==> config.mk <==
export PLATFORM = sky130hd
export DESIGN_NAME = tms_monitor
export DESIGN_NICKNAME = d
export VERILOG_FILES = /design/src/rtl/tms_pkg.sv /design/src/rtl/tms_monitor.sv
export SDC_FILE = /design/constraint.sdc
export NUM_CORES = 1
export LEC_CHECK = 0
export ABC_CLOCK_PERIOD_IN_PS = 7640
export BUFFER_PORTS_ARGS = -buffer_cell sky130_fd_sc_hd__clkbuf_2
export CAP_MARGIN = 0
export CORE_MARGIN = 10
export CORE_UTILIZATION = 62
export DETAILED_ROUTE_END_ITERATION = 16
export GPL_TIMING_DRIVEN = 1
export PLACE_DENSITY_LB_ADDON = 0.05
export SLEW_MARGIN = 20
export SYNTH_ARGS = -nofsm -noshare
export SYNTH_HDL_FRONTEND = slang
export SYNTH_SLANG_ARGS = --single-unit
==> constraint.sdc <==
create_clock -name clk -period 7.64 [get_ports clk]
set_input_delay 0.382 -clock clk [delete_from_list [all_inputs] [get_ports clk]]
set_output_delay 0.382 -clock clk [all_outputs]
set_load 0.02 [all_outputs]
==> src/rtl/tms_pkg.sv <==
// Purpose: constants shared by the temperature monitor status and limit logic
// Assumes: 50 MHz clock, 8-bit register addresses and data
// Notes:   channel index 0 is internal, 1..3 are the external diodes
package tms_pkg;
   localparam int         NUM_CHAN       = 4;
   // register addresses
   localparam logic [7:0] A_GSTAT        = 8'h02;
   localparam logic [7:0] A_CFG          = 8'h03;
   localparam logic [7:0] A_CFG_ALIAS    = 8'h09;
   localparam logic [7:0] A_RATE         = 8'h04;
   localparam logic [7:0] A_RATE_ALIAS   = 8'h0A;
   localparam logic [7:0] A_IUP          = 8'h05;
   localparam logic [7:0] A_IUP_ALIAS    = 8'h0B;
   localparam logic [7:0] A_ILO          = 8'h06;
   localparam logic [7:0] A_ILO_ALIAS    = 8'h0C;
   localparam logic [7:0] A_E1UP         = 8'h07;
   localparam logic [7:0] A_E1UP_ALIAS   = 8'h0D;
   localparam logic [7:0] A_E1LO         = 8'h08;
   localparam logic [7:0] A_E1LO_ALIAS   = 8'h0E;
   localparam logic [7:0] A_E1UP_F       = 8'h13;
   localparam logic [7:0] A_E1LO_F       = 8'h14;
   localparam logic [7:0] A_E2UP         = 8'h15;
   localparam logic [7:0] A_E2LO         = 8'h16;
   localparam logic [7:0] A_E2UP_F       = 8'h17;
   localparam logic [7:0] A_E2LO_F       = 8'h18;
   localparam logic [7:0] A_FAULT        = 8'h1B;
   localparam logic [7:0] A_E3UP         = 8'h2C;
   localparam logic [7:0] A_E3LO         = 8'h2D;
   localparam logic [7:0] A_E3UP_F       = 8'h2E;
   localparam logic [7:0] A_E3LO_F       = 8'h2F;
   localparam logic [7:0] A_HSTAT        = 8'h35;
   localparam logic [7:0] A_LSTAT        = 8'h36;
   localparam logic [7:0] A_TSTAT        = 8'h37;
   // reset values
   localparam logic [7:0] CFG_RST        = 8'h80;
   localparam logic [3:0] RATE_RST       = 4'h6;
   localparam logic [7:0] UP_RST         = 8'h55;
   localparam logic [7:0] LO_RST         = 8'h00;
   localparam logic [2:0] FRAC_RST       = 3'h0;
   // configuration fields
   localparam int         CFG_MASK_ALL   = 7;
   localparam int         CFG_COMP       = 5;
   localparam int         CFG_RC1        = 4;
   localparam int         CFG_RC23       = 3;
   localparam int         CFG_RANGE      = 2;
   localparam int         CFG_AVG        = 1;
   localparam int         CFG_APD        = 0;
   localparam logic [7:0] CFG_WMASK      = 8'hBF;
   // general status fields
   localparam int         ST_BUSY        = 7;
   localparam int         ST_HIGH        = 4;
   localparam int         ST_LOW         = 3;
   localparam int         ST_FAULT       = 2;
   localparam int         ST_THERM       = 1;
   // rate codes
   localparam logic [3:0] RATE_MAX       = 4'hA;
   localparam logic [3:0] RATE_FALLBACK  = 4'h4;
   // timing: period at the fastest rate (64 per second)
   localparam int         CLK_PERIOD_NS  = 20;
   localparam int         FAST_PERIOD_NS = 15_625_000;
   localparam int         FAST_PERIOD_CYC = FAST_PERIOD_NS / CLK_PERIOD_NS;
endpackage : tms_pkg

==> src/rtl/tms_monitor.sv <==
// Purpose: status, configuration, rate and limit registers of a four channel
//          temperature monitor, with limit compare and alert/critical outputs
// Assumes: an SMBus protocol engine on the same clock presents register accesses;
//          converter results and fault/critical flags arrive on the same clock
// Notes:   read data is registered one cycle after reg_rd
//
// Functional notes
// - busy bit tracks conversion, never raises outputs
// - high bit set on high breach, raises alert
// - low bit set on low breach, raises alert in interrupt mode only
// - fault bit set on diode fault, raises alert in interrupt mode only
// - critical bit drives critical output, not alert
// - high, low and fault summary bits clear when their status is read; therm follows therm_over
// - config at two addresses, resets to 80h
// - mask-all silences alert in interrupt mode
// - bit 5 picks interrupt or comparator mode
// - bit 4 disables correction on channel 1
// - bit 3 disables correction on channels 2, 3
// - bit 2 selects binary or offset range
// - bit 1 inhibits averaging, caps at 1x
// - bit 0 selects paired or single diode
// - four-bit rate code, 1/16 to 64 per second
// - high is strictly greater, low is less-or-equal
// - aliased limit addresses share one storage
// - new limits apply from next conversion
// - results are 11 bits, fraction left-justified
`timescale 1ns/100ps
module tms_monitor
   import tms_pkg::*;
#(
   parameter int unsigned FAST_CYC = FAST_PERIOD_CYC
)
(
   input  wire logic        clk,
   input  wire logic        rst_b,
   input  wire logic [7:0]  reg_addr,
   input  wire logic        reg_wr,
   input  wire logic        reg_rd,
   input  wire logic [7:0]  reg_wdata,
   output      logic [7:0]  reg_rdata,
   output      logic        reg_rvalid,
   input  wire logic        conv_busy,
   input  wire logic        conv_start,
   input  wire logic        conv_done,
   input  wire logic [10:0] int_temp,
   input  wire logic [10:0] ext1_temp,
   input  wire logic [10:0] ext2_temp,
   input  wire logic [10:0] ext3_temp,
   input  wire logic [2:0]  diode_fault,
   input  wire logic [3:0]  therm_over,
   output      logic        warn_output,
   output      logic        crit_output,
   output      logic        conv_request,
   output      logic [3:0]  rate_code,
   output      logic        averaging_inhibit,
   output      logic        chan1_resistance_corr_off,
   output      logic        chan23_resistance_corr_off,
   output      logic        ext_range,
   output      logic        paired_diode_off
);

   // register storage; index 0 internal, 1..3 external
   logic [7:0]  cfg_q,       cfg_d;
   logic [3:0]  rate_q,      rate_d;
   logic [7:0]  up_int_q    [NUM_CHAN];
   logic [7:0]  up_int_d    [NUM_CHAN];
   logic [7:0]  lo_int_q    [NUM_CHAN];
   logic [7:0]  lo_int_d    [NUM_CHAN];
   logic [2:0]  up_frac_q   [NUM_CHAN];
   logic [2:0]  up_frac_d   [NUM_CHAN];
   logic [2:0]  lo_frac_q   [NUM_CHAN];
   logic [2:0]  lo_frac_d   [NUM_CHAN];
   // limits in force for the running conversion
   logic [10:0] sh_up_q     [NUM_CHAN];
   logic [10:0] sh_up_d     [NUM_CHAN];
   logic [10:0] sh_lo_q     [NUM_CHAN];
   logic [10:0] sh_lo_d     [NUM_CHAN];
   // per-channel status
   logic [3:0]  hstat_q,     hstat_d;
   logic [3:0]  lstat_q,     lstat_d;
   logic [2:0]  fstat_q,     fstat_d;
   logic [3:0]  cmp_hi_q,    cmp_hi_d;
   logic        warn_q,      warn_d;
   logic        crit_q,      crit_d;
   logic [7:0]  rdata_q,     rdata_d;
   logic        rvalid_q,    rvalid_d;
   logic [31:0] tick_q,      tick_d;
   logic        req_q,       req_d;

   logic [10:0] temp        [NUM_CHAN];
   logic [3:0]  hi_hit;
   logic [3:0]  lo_hit;
   logic [7:0]  gstat;
   logic [3:0]  rate_eff;
   logic [31:0] period;

   assign temp[0] = {int_temp[10:3], 3'b000};
   assign temp[1] = ext1_temp;
   assign temp[2] = ext2_temp;
   assign temp[3] = ext3_temp;

   // unsigned compare serves both formats, offset binary keeps order
   for (genvar c = 0; c < NUM_CHAN; c++)
   begin : g_cmp
      assign hi_hit[c] = temp[c] > sh_up_q[c];
      assign lo_hit[c] = temp[c] <= sh_lo_q[c];
   end

   always_comb
   begin
      gstat           = 8'h00;
      gstat[ST_BUSY]  = conv_busy;
      gstat[ST_HIGH]  = |hstat_q;
      gstat[ST_LOW]   = |lstat_q;
      gstat[ST_FAULT] = |fstat_q;
      gstat[ST_THERM] = |therm_over;
   end

   // register writes; aliases land in the same storage
   always_comb
   begin
      cfg_d     = cfg_q;
      rate_d    = rate_q;
      up_int_d  = up_int_q;
      lo_int_d  = lo_int_q;
      up_frac_d = up_frac_q;
      lo_frac_d = lo_frac_q;
      if (reg_wr)
      begin
         case (reg_addr)
            A_CFG, A_CFG_ALIAS:   cfg_d = reg_wdata & CFG_WMASK;
            A_RATE, A_RATE_ALIAS: rate_d = reg_wdata[3:0];
            A_IUP, A_IUP_ALIAS:   up_int_d[0] = reg_wdata;
            A_ILO, A_ILO_ALIAS:   lo_int_d[0] = reg_wdata;
            A_E1UP, A_E1UP_ALIAS: up_int_d[1] = reg_wdata;
            A_E1LO, A_E1LO_ALIAS: lo_int_d[1] = reg_wdata;
            A_E1UP_F:             up_frac_d[1] = reg_wdata[7:5];
            A_E1LO_F:             lo_frac_d[1] = reg_wdata[7:5];
            A_E2UP:               up_int_d[2] = reg_wdata;
            A_E2LO:               lo_int_d[2] = reg_wdata;
            A_E2UP_F:             up_frac_d[2] = reg_wdata[7:5];
            A_E2LO_F:             lo_frac_d[2] = reg_wdata[7:5];
            A_E3UP:               up_int_d[3] = reg_wdata;
            A_E3LO:               lo_int_d[3] = reg_wdata;
            A_E3UP_F:             up_frac_d[3] = reg_wdata[7:5];
            A_E3LO_F:             lo_frac_d[3] = reg_wdata[7:5];
            default:              cfg_d = cfg_q;
         endcase
      end
   end

   always_ff @(posedge clk or negedge rst_b)
   begin
      if (!rst_b)
      begin
         cfg_q  <= CFG_RST;
         rate_q <= RATE_RST;
         for (int c = 0; c < NUM_CHAN; c++)
         begin
            up_int_q[c]  <= UP_RST;
            lo_int_q[c]  <= LO_RST;
            up_frac_q[c] <= FRAC_RST;
            lo_frac_q[c] <= FRAC_RST;
         end
      end
      else
      begin
         cfg_q     <= cfg_d;
         rate_q    <= rate_d;
         up_int_q  <= up_int_d;
         lo_int_q  <= lo_int_d;
         up_frac_q <= up_frac_d;
         lo_frac_q <= lo_frac_d;
      end
   end

   // limits are sampled when a conversion begins, so standby writes wait for it
   always_comb
   begin
      sh_up_d = sh_up_q;
      sh_lo_d = sh_lo_q;
      if (conv_start)
      begin
         for (int c = 0; c < NUM_CHAN; c++)
         begin
            sh_up_d[c] = {up_int_q[c], (c == 0) ? FRAC_RST : up_frac_q[c]};
            sh_lo_d[c] = {lo_int_q[c], (c == 0) ? FRAC_RST : lo_frac_q[c]};
         end
      end
   end

   always_ff @(posedge clk or negedge rst_b)
   begin
      if (!rst_b)
      begin
         for (int c = 0; c < NUM_CHAN; c++)
         begin
            sh_up_q[c] <= {UP_RST, FRAC_RST};
            sh_lo_q[c] <= {LO_RST, FRAC_RST};
         end
      end
      else
      begin
         sh_up_q <= sh_up_d;
         sh_lo_q <= sh_lo_d;
      end
   end

   // sticky status: a new breach in the reading cycle survives the clear
   always_comb
   begin
      hstat_d  = hstat_q;
      lstat_d  = lstat_q;
      fstat_d  = fstat_q;
      cmp_hi_d = cmp_hi_q;
      if (reg_rd && reg_addr == A_HSTAT)
         hstat_d = 4'h0;
      if (reg_rd && reg_addr == A_LSTAT)
         lstat_d = 4'h0;
      if (reg_rd && reg_addr == A_FAULT)
         fstat_d = 3'h0;
      if (conv_done)
      begin
         hstat_d  = hstat_d | hi_hit;
         lstat_d  = lstat_d | lo_hit;
         fstat_d  = fstat_d | diode_fault;
         cmp_hi_d = hi_hit;
      end
   end

   // alert: busy and critical never reach it
   always_comb
   begin
      if (cfg_q[CFG_COMP])
         warn_d = |cmp_hi_q;
      else
         warn_d = (gstat[ST_HIGH] | gstat[ST_LOW] | gstat[ST_FAULT])
                  & ~cfg_q[CFG_MASK_ALL];
      crit_d = gstat[ST_THERM];
   end

   // register reads
   always_comb
   begin
      rvalid_d = reg_rd;
      rdata_d  = rdata_q;
      if (reg_rd)
      begin
         case (reg_addr)
            A_GSTAT:              rdata_d = gstat;
            A_CFG, A_CFG_ALIAS:   rdata_d = cfg_q;
            A_RATE, A_RATE_ALIAS: rdata_d = {4'h0, rate_q};
            A_IUP, A_IUP_ALIAS:   rdata_d = up_int_q[0];
            A_ILO, A_ILO_ALIAS:   rdata_d = lo_int_q[0];
            A_E1UP, A_E1UP_ALIAS: rdata_d = up_int_q[1];
            A_E1LO, A_E1LO_ALIAS: rdata_d = lo_int_q[1];
            A_E1UP_F:             rdata_d = {up_frac_q[1], 5'h00};
            A_E1LO_F:             rdata_d = {lo_frac_q[1], 5'h00};
            A_E2UP:               rdata_d = up_int_q[2];
            A_E2LO:               rdata_d = lo_int_q[2];
            A_E2UP_F:             rdata_d = {up_frac_q[2], 5'h00};
            A_E2LO_F:             rdata_d = {lo_frac_q[2], 5'h00};
            A_E3UP:               rdata_d = up_int_q[3];
            A_E3LO:               rdata_d = lo_int_q[3];
            A_E3UP_F:             rdata_d = {up_frac_q[3], 5'h00};
            A_E3LO_F:             rdata_d = {lo_frac_q[3], 5'h00};
            A_FAULT:              rdata_d = {4'h0, fstat_q, 1'b0};
            A_HSTAT:              rdata_d = {4'h0, hstat_q};
            A_LSTAT:              rdata_d = {4'h0, lstat_q};
            A_TSTAT:              rdata_d = {4'h0, therm_over};
            default:              rdata_d = 8'h00;
         endcase
      end
   end

   // conversion request timer; period doubles for each code step below the top
   always_comb
   begin
      rate_eff = (rate_q > RATE_MAX) ? RATE_FALLBACK : rate_q;
      period   = FAST_CYC << (RATE_MAX - rate_eff);
      req_d    = 1'b0;
      tick_d   = tick_q + 32'h0000_0001;
      if (tick_q >= period - 32'h0000_0001)
      begin
         tick_d = 32'h0000_0000;
         req_d  = 1'b1;
      end
   end

   always_ff @(posedge clk or negedge rst_b)
   begin
      if (!rst_b)
      begin
         hstat_q  <= 4'h0;
         lstat_q  <= 4'h0;
         fstat_q  <= 3'h0;
         cmp_hi_q <= 4'h0;
         warn_q   <= 1'b0;
         crit_q   <= 1'b0;
         rdata_q  <= 8'h00;
         rvalid_q <= 1'b0;
         tick_q   <= 32'h0000_0000;
         req_q    <= 1'b0;
      end
      else
      begin
         hstat_q  <= hstat_d;
         lstat_q  <= lstat_d;
         fstat_q  <= fstat_d;
         cmp_hi_q <= cmp_hi_d;
         warn_q   <= warn_d;
         crit_q   <= crit_d;
         rdata_q  <= rdata_d;
         rvalid_q <= rvalid_d;
         tick_q   <= tick_d;
         req_q    <= req_d;
      end
   end

   assign reg_rdata                  = rdata_q;
   assign reg_rvalid                 = rvalid_q;
   assign warn_output                = warn_q;
   assign crit_output                = crit_q;
   assign conv_request               = req_q;
   assign rate_code                  = rate_eff;
   assign averaging_inhibit          = cfg_q[CFG_AVG];
   assign chan1_resistance_corr_off  = cfg_q[CFG_RC1];
   assign chan23_resistance_corr_off = cfg_q[CFG_RC23];
   assign ext_range                  = cfg_q[CFG_RANGE];
   assign paired_diode_off           = cfg_q[CFG_APD];
endmodule : tms_monitor

==> results of run 1 <==
repair_timing:
action,CTS,global route
setup endpoints to repair,0,0
hold buffers,1,0
hold endpoints to repair,84,0
area by class of cell:
class,count,area share
clock buffers,39,0.0516
multi-input cells,1026,0.477
well taps,280,0.0226
inverters,105,0.0254
repair buffers,101,0.0352
clock inverters,9,0.00743
flip-flops and latches,234,0.381
per-layer routing:
metal  vias to the layer above  routed length [um]  track usage
met5                         -                   0            0
met4                         0                 641       0.0515
met3                        46                2860       0.0484
met2                       391               16900        0.398
met1                      5432               16600        0.366
li1                       5237                   -            -
metrics by stage:
| stage | setup WS (ns) | total power [mW] | hold WS [ns] | instances |
|---|---|---|---|---|
| floorplan | 2.18 | 1.77 | 0.0864 | 1434 |
| global placement | 1.96 | 1.95 | 0.436 | 1745 |
| detailed placement | 1.80 | 1.97 | 0.439 | 1745 |
| CTS | 1.73 | 3.27 | 0.0701 | 1794 |
| global route | 1.16 | 3.40 | 0.0775 | 1794 |
| finish | 1.66 | 3.26 | 0.0737 | 1794 |
cells by family (layout without fill, tap and decap cells):
logic type,Yosys count,in the layout,share of synthesized area
AO/OA/AOI/OAI,333,333,0.152
multiplexers,125,125,0.103
adder cells (fa/ha/maj),122,122,0.110
flip-flops,234,234,0.423
buffers and inverters,174,254,0.0479
AND/OR/NAND/NOR,407,407,0.139
XOR/XNOR,39,39,0.0245
layout by cell type (no fill, tap or decap), types with 9 or more instances in the layout:
master | Yosys | layout
clkbuf_16 | 0 | 26
clkbuf_8 | 0 | 10
a22oi_1 | 9 | 9
nor2_1 | 88 | 88
and4_1 | 9 | 9
a21oi_1 | 58 | 58
nor3_1 | 16 | 15
clkbuf_2 | 0 | 89
o21ai_0 | 133 | 133
buf_4 | 0 | 10
dfrtp_1 | 199 | 199
dfstp_2 | 35 | 35
nand3_1 | 44 | 44
nor2b_1 | 25 | 25
and3_1 | 10 | 10
nand4_1 | 27 | 27
nand2_1 | 147 | 147
xnor2_1 | 16 | 16
o21a_1 | 17 | 17
mux2i_1 | 9 | 9
ha_1 | 122 | 122
a31oi_1 | 14 | 14
mux2_2 | 112 | 112
xor2_1 | 23 | 23
inv_1 | 105 | 105
a21o_1 | 23 | 23
worst max-delay path, delay by kind of cell, from the launching register on:
family,cells,cell delay (ns)
and+or+nand+nor,4,1.03
DFF,1,0.56
buffers and inverters,1,0.26
AOI/OAI and AO/OA,13,3.08
adders and majority gates,3,0.95
synthesized netlist by cell type, types with 17 or more instances:
master	n	area, um2
o21a_1	17	128
dfstp_2	35	920
nand3_1	44	220
nand2_1	147	552
nand4_1	27	169
dfrtp_1	199	4980
a21o_1	23	173
nor2_1	88	330
o21ai_0	133	666
a21oi_1	58	290
clkbuf_1	52	195
ha_1	122	1530
nor2b_1	25	156
inv_1	105	394
xor2_1	23	201
mux2_2	112	1260
sequential cells by signal, summed over array words and instances (netlist names):
signal,flops
conv_request,1
warn_output,1
sh_up_q,41
reg_rdata,8
up_frac_q,9
cmp_hi_q,4
lo_int_q,32
crit_output,1
lstat_q,4
tick_q,32
sh_lo_q,41
cfg_q,7
hstat_q,4
lo_frac_q,9
up_int_q,32
fstat_q,3
rate_q,4
reg_rvalid,1
how the worst min path moves through the flow:
stage / start / endpoint / slack, ns
2_1_floorplan: rst_b / cfg_q[0] / 0.09
3_3_place_gp: rst_b / sh_up_q[6] / 0.44
3_5_place_dp: rst_b / sh_up_q[6] / 0.44
4_1_cts: diode_fault[2] / fstat_q[2] / 0.07
5_1_grt: diode_fault[0] / fstat_q[0] / 0.08
6_report: diode_fault[2] / fstat_q[2] / 0.07
power by group:
group | leakage (nW) | total (mW) | internal (mW) | switching [mW]
Combinational | 3.79 | 0.583 | 0.223 | 0.360
Sequential | 3.00 | 1.37 | 1.32 | 0.0541
Clock | 0.447 | 1.30 | 0.790 | 0.510
==> flow_summary.json, run 1 <==
{
  "crit_chain": "a31oi_2 > ha_1 > a21boi_0 > o21bai_2 > nand2_1 > nand3_1 > ha_1 > o21ai_0 > nor2_1 > a31oi_1 > o22ai_1 > a21oi_1 > ha_1 > a21o_1 > a21o_1 > a21oi_1 > o21ai_0 > a2111oi_0 > o221ai_2 > buf_4 > nor2_1",
  "cpMaxStageDelayCell": "a31oi_2",
  "relSlewSlack": 0.345,
  "nNetsFinal": 1690,
  "setup_viol": 0,
  "fp.coreArea_um2": 22000,
  "cts_tree": "yes",
  "ys_warn_count": 0,
  "port_buffers": 91,
  "fill_cells": 1646,
  "antenna_found_initial": 0,
  "wl_per_cell_um": 20.6,
  "crit_type": "register to register",
  "antennaDiodeCount": 0,
  "cts_buffers": 26,
  "clk_path_buf_depth": 3,
  "worstHoldPathCells": 2,
  "via_per_inst": 6.19,
  "crit_path_start_kind": "register",
  "fin_setup_tns_ns": 0,
  "fin_crit_ns": 5.98,
  "final_util": 0.706,
  "r2r_setup_slack_ns": 1.66,
  "synth-seq-cells": 234,
  "clock_latency_ns": 0.54,
  "cts_setup_buffers": 0,
  "finalCritPeriodShare": 0.783,
  "place.gp.congestion": 0.957,
  "multiInputGateArea_um2": 7390,
  "tightest_slew_ns": 0.982,
  "dieArea_um2": 28900,
  "ios": 95,
  "clock-root-buffer": "clkbuf_16",
  "required_ns": 8.09,
  "critPathLaunch": "rate_q[0]",
  "syn_avg_cell_area_um2": 9.71,
  "skew_ns": 0.0208,
  "power.density_nw_per_um2": 210,
  "drt-initial-drc-count": 1085,
  "clkTransAtPathRegs_ns": 0.06,
  "synth_nets": 1630,
  "synth-main-ff-cell": "dfrtp_1",
  "finalHoldViolCount": 0,
  "dp_hpwl_um": 26800,
  "min_path_type": "primary input to register",
  "synth_area_um2": 13900,
  "yosysSeqAreaShare": 0.423,
  "worst_ep_arrival_time_ns": 6.43,
  "drtPass1Iterations": 7,
  "grt_setup_unrepaired": "no",
  "slew_viol_final": 0,
  "ff_latch_area_um2": 5900,
  "drive_above_1_share": 0.209,
  "endpoint": "tick_q[10]",
  "path_max_fanout": 33,
  "place_area_um2": 14600,
  "syn-instance-count": 1434,
  "path_common_cell": "ha_1",
  "grt_overflow": 0,
  "grt_max_degree": 90,
  "ant_nets": 0,
  "drc": 0,
  "async_reset_ff_frac": 1.00,
  "die_y_um": 170,
  "cts_resized": 0,
  "reg2reg_to": "tick_q[10]",
  "rr_worst_depth": 21,
  "initial_core_util": 0.634,
  "cpPeakStageDelay_ns": 0.61,
  "fmax_mhz": 167,
  "htreeDepth": 1,
  "fp.dieW_um": 170,
  "synth.distinct_cells": 68,
  "max-cap-violations": 0,
  "cts.sinks": 234,
  "grt_pass1_wl_um": 59700,
  "routed_wl_um": 37000,
  "rr_startpoint": "rate_q[0]",
  "vias": 11100,
  "syn_to_final_growth_pct": 11.2,
  "run_status": "finished clean",
  "groute.usage.overall": 0.256,
  "grt_pass1_vias": 10900,
  "fin_area_um2": 15500,
  "critPathCaptureType": "register",
  "rows": 54,
  "vdd_ir_drop_max_mv": 0.198,
  "synth_edf_count": 0,
  "power.leakage_nw": 7.24
}
Note: power is estimated with default switching activity, not from simulation.
==> run 2: changes to the inputs <==
--- a/config.mk
+++ b/config.mk
@@ -5,7 +5,7 @@
 export SDC_FILE = /design/constraint.sdc
 export NUM_CORES = 1
 export LEC_CHECK = 0
-export ABC_CLOCK_PERIOD_IN_PS = 7640
+export ABC_CLOCK_PERIOD_IN_PS = 5600
 export BUFFER_PORTS_ARGS = -buffer_cell sky130_fd_sc_hd__clkbuf_2
 export CAP_MARGIN = 0
 export CORE_MARGIN = 10
==> constraint.sdc (replaced) <==
create_clock -name clk -period 5.6 [get_ports clk]
set_input_delay 0.28 -clock clk [delete_from_list [all_inputs] [get_ports clk]]
set_output_delay 0.28 -clock clk [all_outputs]
set_load 0.02 [all_outputs]
==> run 2 against run 1 <==
Effect of this change: first-iteration DRC count rose by 4.6%; die area is the same; core utilization rose by 0.25 points; final area grew 0.36%; sequential share of layout area shrank 0.13 points; routed wire length increased by 1.2%; maximum frequency grew 15%; clock power is 32% higher; largest cell class unchanged; highest routed layer is now met5.
==> flow_summary.json, run 2 (same netlist as run 1, synthesis figures left out) <==
{
  "run_status": "finished clean",
  "port_buffers": 91,
  "clock-root-buffer": "clkbuf_16",
  "top_regs": "sh_lo_q: 41 flops, sh_up_q: 41 flops",
  "nNetsFinal": 1701,
  "grt_max_degree": 136,
  "place.gp.congestion": 0.963,
  "reg2reg_to": "tick_q[4]",
  "cts_setup_buffers": 0,
  "power.density_nw_per_um2": 283,
  "drive_above_1_share": 0.212,
  "final_cell_mix": "199 x dfrtp_1, 147 x nand2_1, 133 x o21ai_0, 122 x ha_1, 112 x mux2_2",
  "wl_per_cell_um": 20.7,
  "fill_cells": 1688,
  "required_ns": 6.05,
  "fp.coreArea_um2": 22000,
  "finalHoldViolCount": 0,
  "via_per_inst": 6.20,
  "vias": 11200,
  "fin_crit_ns": 5.20,
  "stdcell_count": 1805,
  "critPathCaptureType": "register",
  "hold_start": "reg_rd",
  "dieArea_um2": 28900,
  "fmax_mhz": 192,
  "fin_area_um2": 15500,
  "finalCritPeriodShare": 0.929,
  "routed_wl_um": 37400,
  "drc": 0,
  "power.leakage_nw": 7.27,
  "antennaDiodeCount": 0,
  "groute.usage.overall": 0.258,
  "vdd_ir_drop_max_mv": 0.254,
  "clkTransAtPathRegs_ns": 0.06,
  "min_path_type": "primary input to register",
  "drt-initial-drc-count": 1135,
  "initial_core_util": 0.634,
  "cts_buffers": 26,
  "grt_pass1_wl_um": 59900,
  "fp.dieW_um": 170,
  "dp_hpwl_um": 27100,
  "slew_viol_final": 0,
  "place_area_um2": 14600,
  "rows": 54,
  "path_max_fanout": 33,
  "die_y_um": 170,
  "setup_viol": 0,
  "htreeDepth": 1,
  "place_inst": 1753,
  "crit_path_start_kind": "register",
  "rr_worst_depth": 23,
  "relSlewSlack": 0.325,
  "rr_startpoint": "rate_q[2]",
  "ios": 95,
  "cts_tree": "yes",
  "clk_path_buf_depth": 3,
  "worst_ep_arrival_time_ns": 5.65,
  "final_common_cell": "dfrtp_1",
  "max-cap-violations": 0,
  "antenna_found_initial": 1,
  "tightest_slew_ns": 1.01,
  "grt_overflow": 0,
  "r2r_setup_slack_ns": 0.40,
  "clock_latency_ns": 0.55,
  "grt_pass1_vias": 11100,
  "syn_to_final_growth_pct": 11.6,
  "cts.sinks": 234,
  "drtPass1Iterations": 6,
  "ant_nets": 0,
  "skew_ns": 0.0184,
  "crit_type": "register to register",
  "whs_endpoint": "reg_rvalid",
  "worstHoldPathCells": 1
}
-- run 2: cell types whose count changed in the layout (fill, tap and decap cells not counted), sizes merged --
cell / delta
dlygate4sd3: +3
buf: +8
inv: +1
bufinv: -1
-- run 2: layer usage --
metal / GRT usage / vias up / wire (um)
met3: 0.0530 / 80 / 2850
met1: 0.351 / 5445 / 16300
met4: 0.0774 / 2 / 1140
met2: 0.408 / 423 / 17100
li1: - / 5248 / -
met5: 0 / - / 7
-- run 2: power by group --
part | switching, mW | internal [mW]
Sequential | 0.0746 | 1.80
Clock | 0.699 | 1.01
Combinational | 0.497 | 0.312
Total | 1.27 | 3.12
-- run 2: through the flow --
| stage | setup WS (ns) | hold WS, ns | TNS, ns | util | total power, mW |
|---|---|---|---|---|---|
| after detailed placement | 0.462 | 0.477 | 0 | 0.666 | 2.69 |
| after global placement | 0.563 | 0.463 | 0 | 0.666 | 2.68 |
| final | 0.399 | 0.126 | 0 | 0.708 | 4.39 |
| after global routing | -0.00163 | 0.0944 | -0.00163 | 0.708 | 4.59 |
| after floorplan | 0.135 | -0.0156 | 0 | - | 2.42 |
| after CTS | 0.410 | 0.0931 | 0 | 0.708 | 4.40 |
-- run 2: layout make-up --
type,instances,area (um2),area share
Multi-Input combinational cell,1026,7400,0.476
Timing Repair Buffer,112,636,0.0409
Tap cell,280,350,0.0225
Sequential cell,234,5900,0.379
Clock buffer,39,779,0.0501
Inverter,105,394,0.0254
Clock inverter,9,90.1,0.00579
-- run 2: how the worst max path moves through the flow --
stage	from	end	slack [ns]	cells past startpoint
floorplan	rate_q[2]	tick_q[10]	0.14	26
global placement	rate_q[1]	tick_q[13]	0.56	21
detailed placement	rate_q[2]	tick_q[4]	0.46	23
CTS	rate_q[2]	tick_q[4]	0.41	23
global route	rate_q[2]	tick_q[5]	-0.002	23
finish	rate_q[2]	tick_q[4]	0.40	23
-- run 2: critical path: stages, from the launching register on --
cell	delay (ns)
dfstp_2	0.72
o21ai_0	0.12
nand2_1	0.16
inv_1	0.13
ha_1	0.25
nor2b_1	0.19
o32a_2	0.40
nand2_1	0.14
nand3_1	0.12
ha_1	0.24
o21ai_0	0.12
nor2_1	0.07
a31oi_1	0.27
o22ai_1	0.13
a21oi_1	0.15
ha_1	0.26
a21o_1	0.18
a21o_1	0.17
a21oi_1	0.14
o21ai_0	0.09
a2111oi_1	0.47
o221ai_2	0.16
buf_4	0.26
nor2_1	0.16
-- run 2: what timing repair did --
action | in CTS | in global routing
hold endpoints to repair | 120 | 0
gates resized for setup | 0 | 2
hold buffers | 4 | 0
endpoints found under the setup margin | 0 | 33
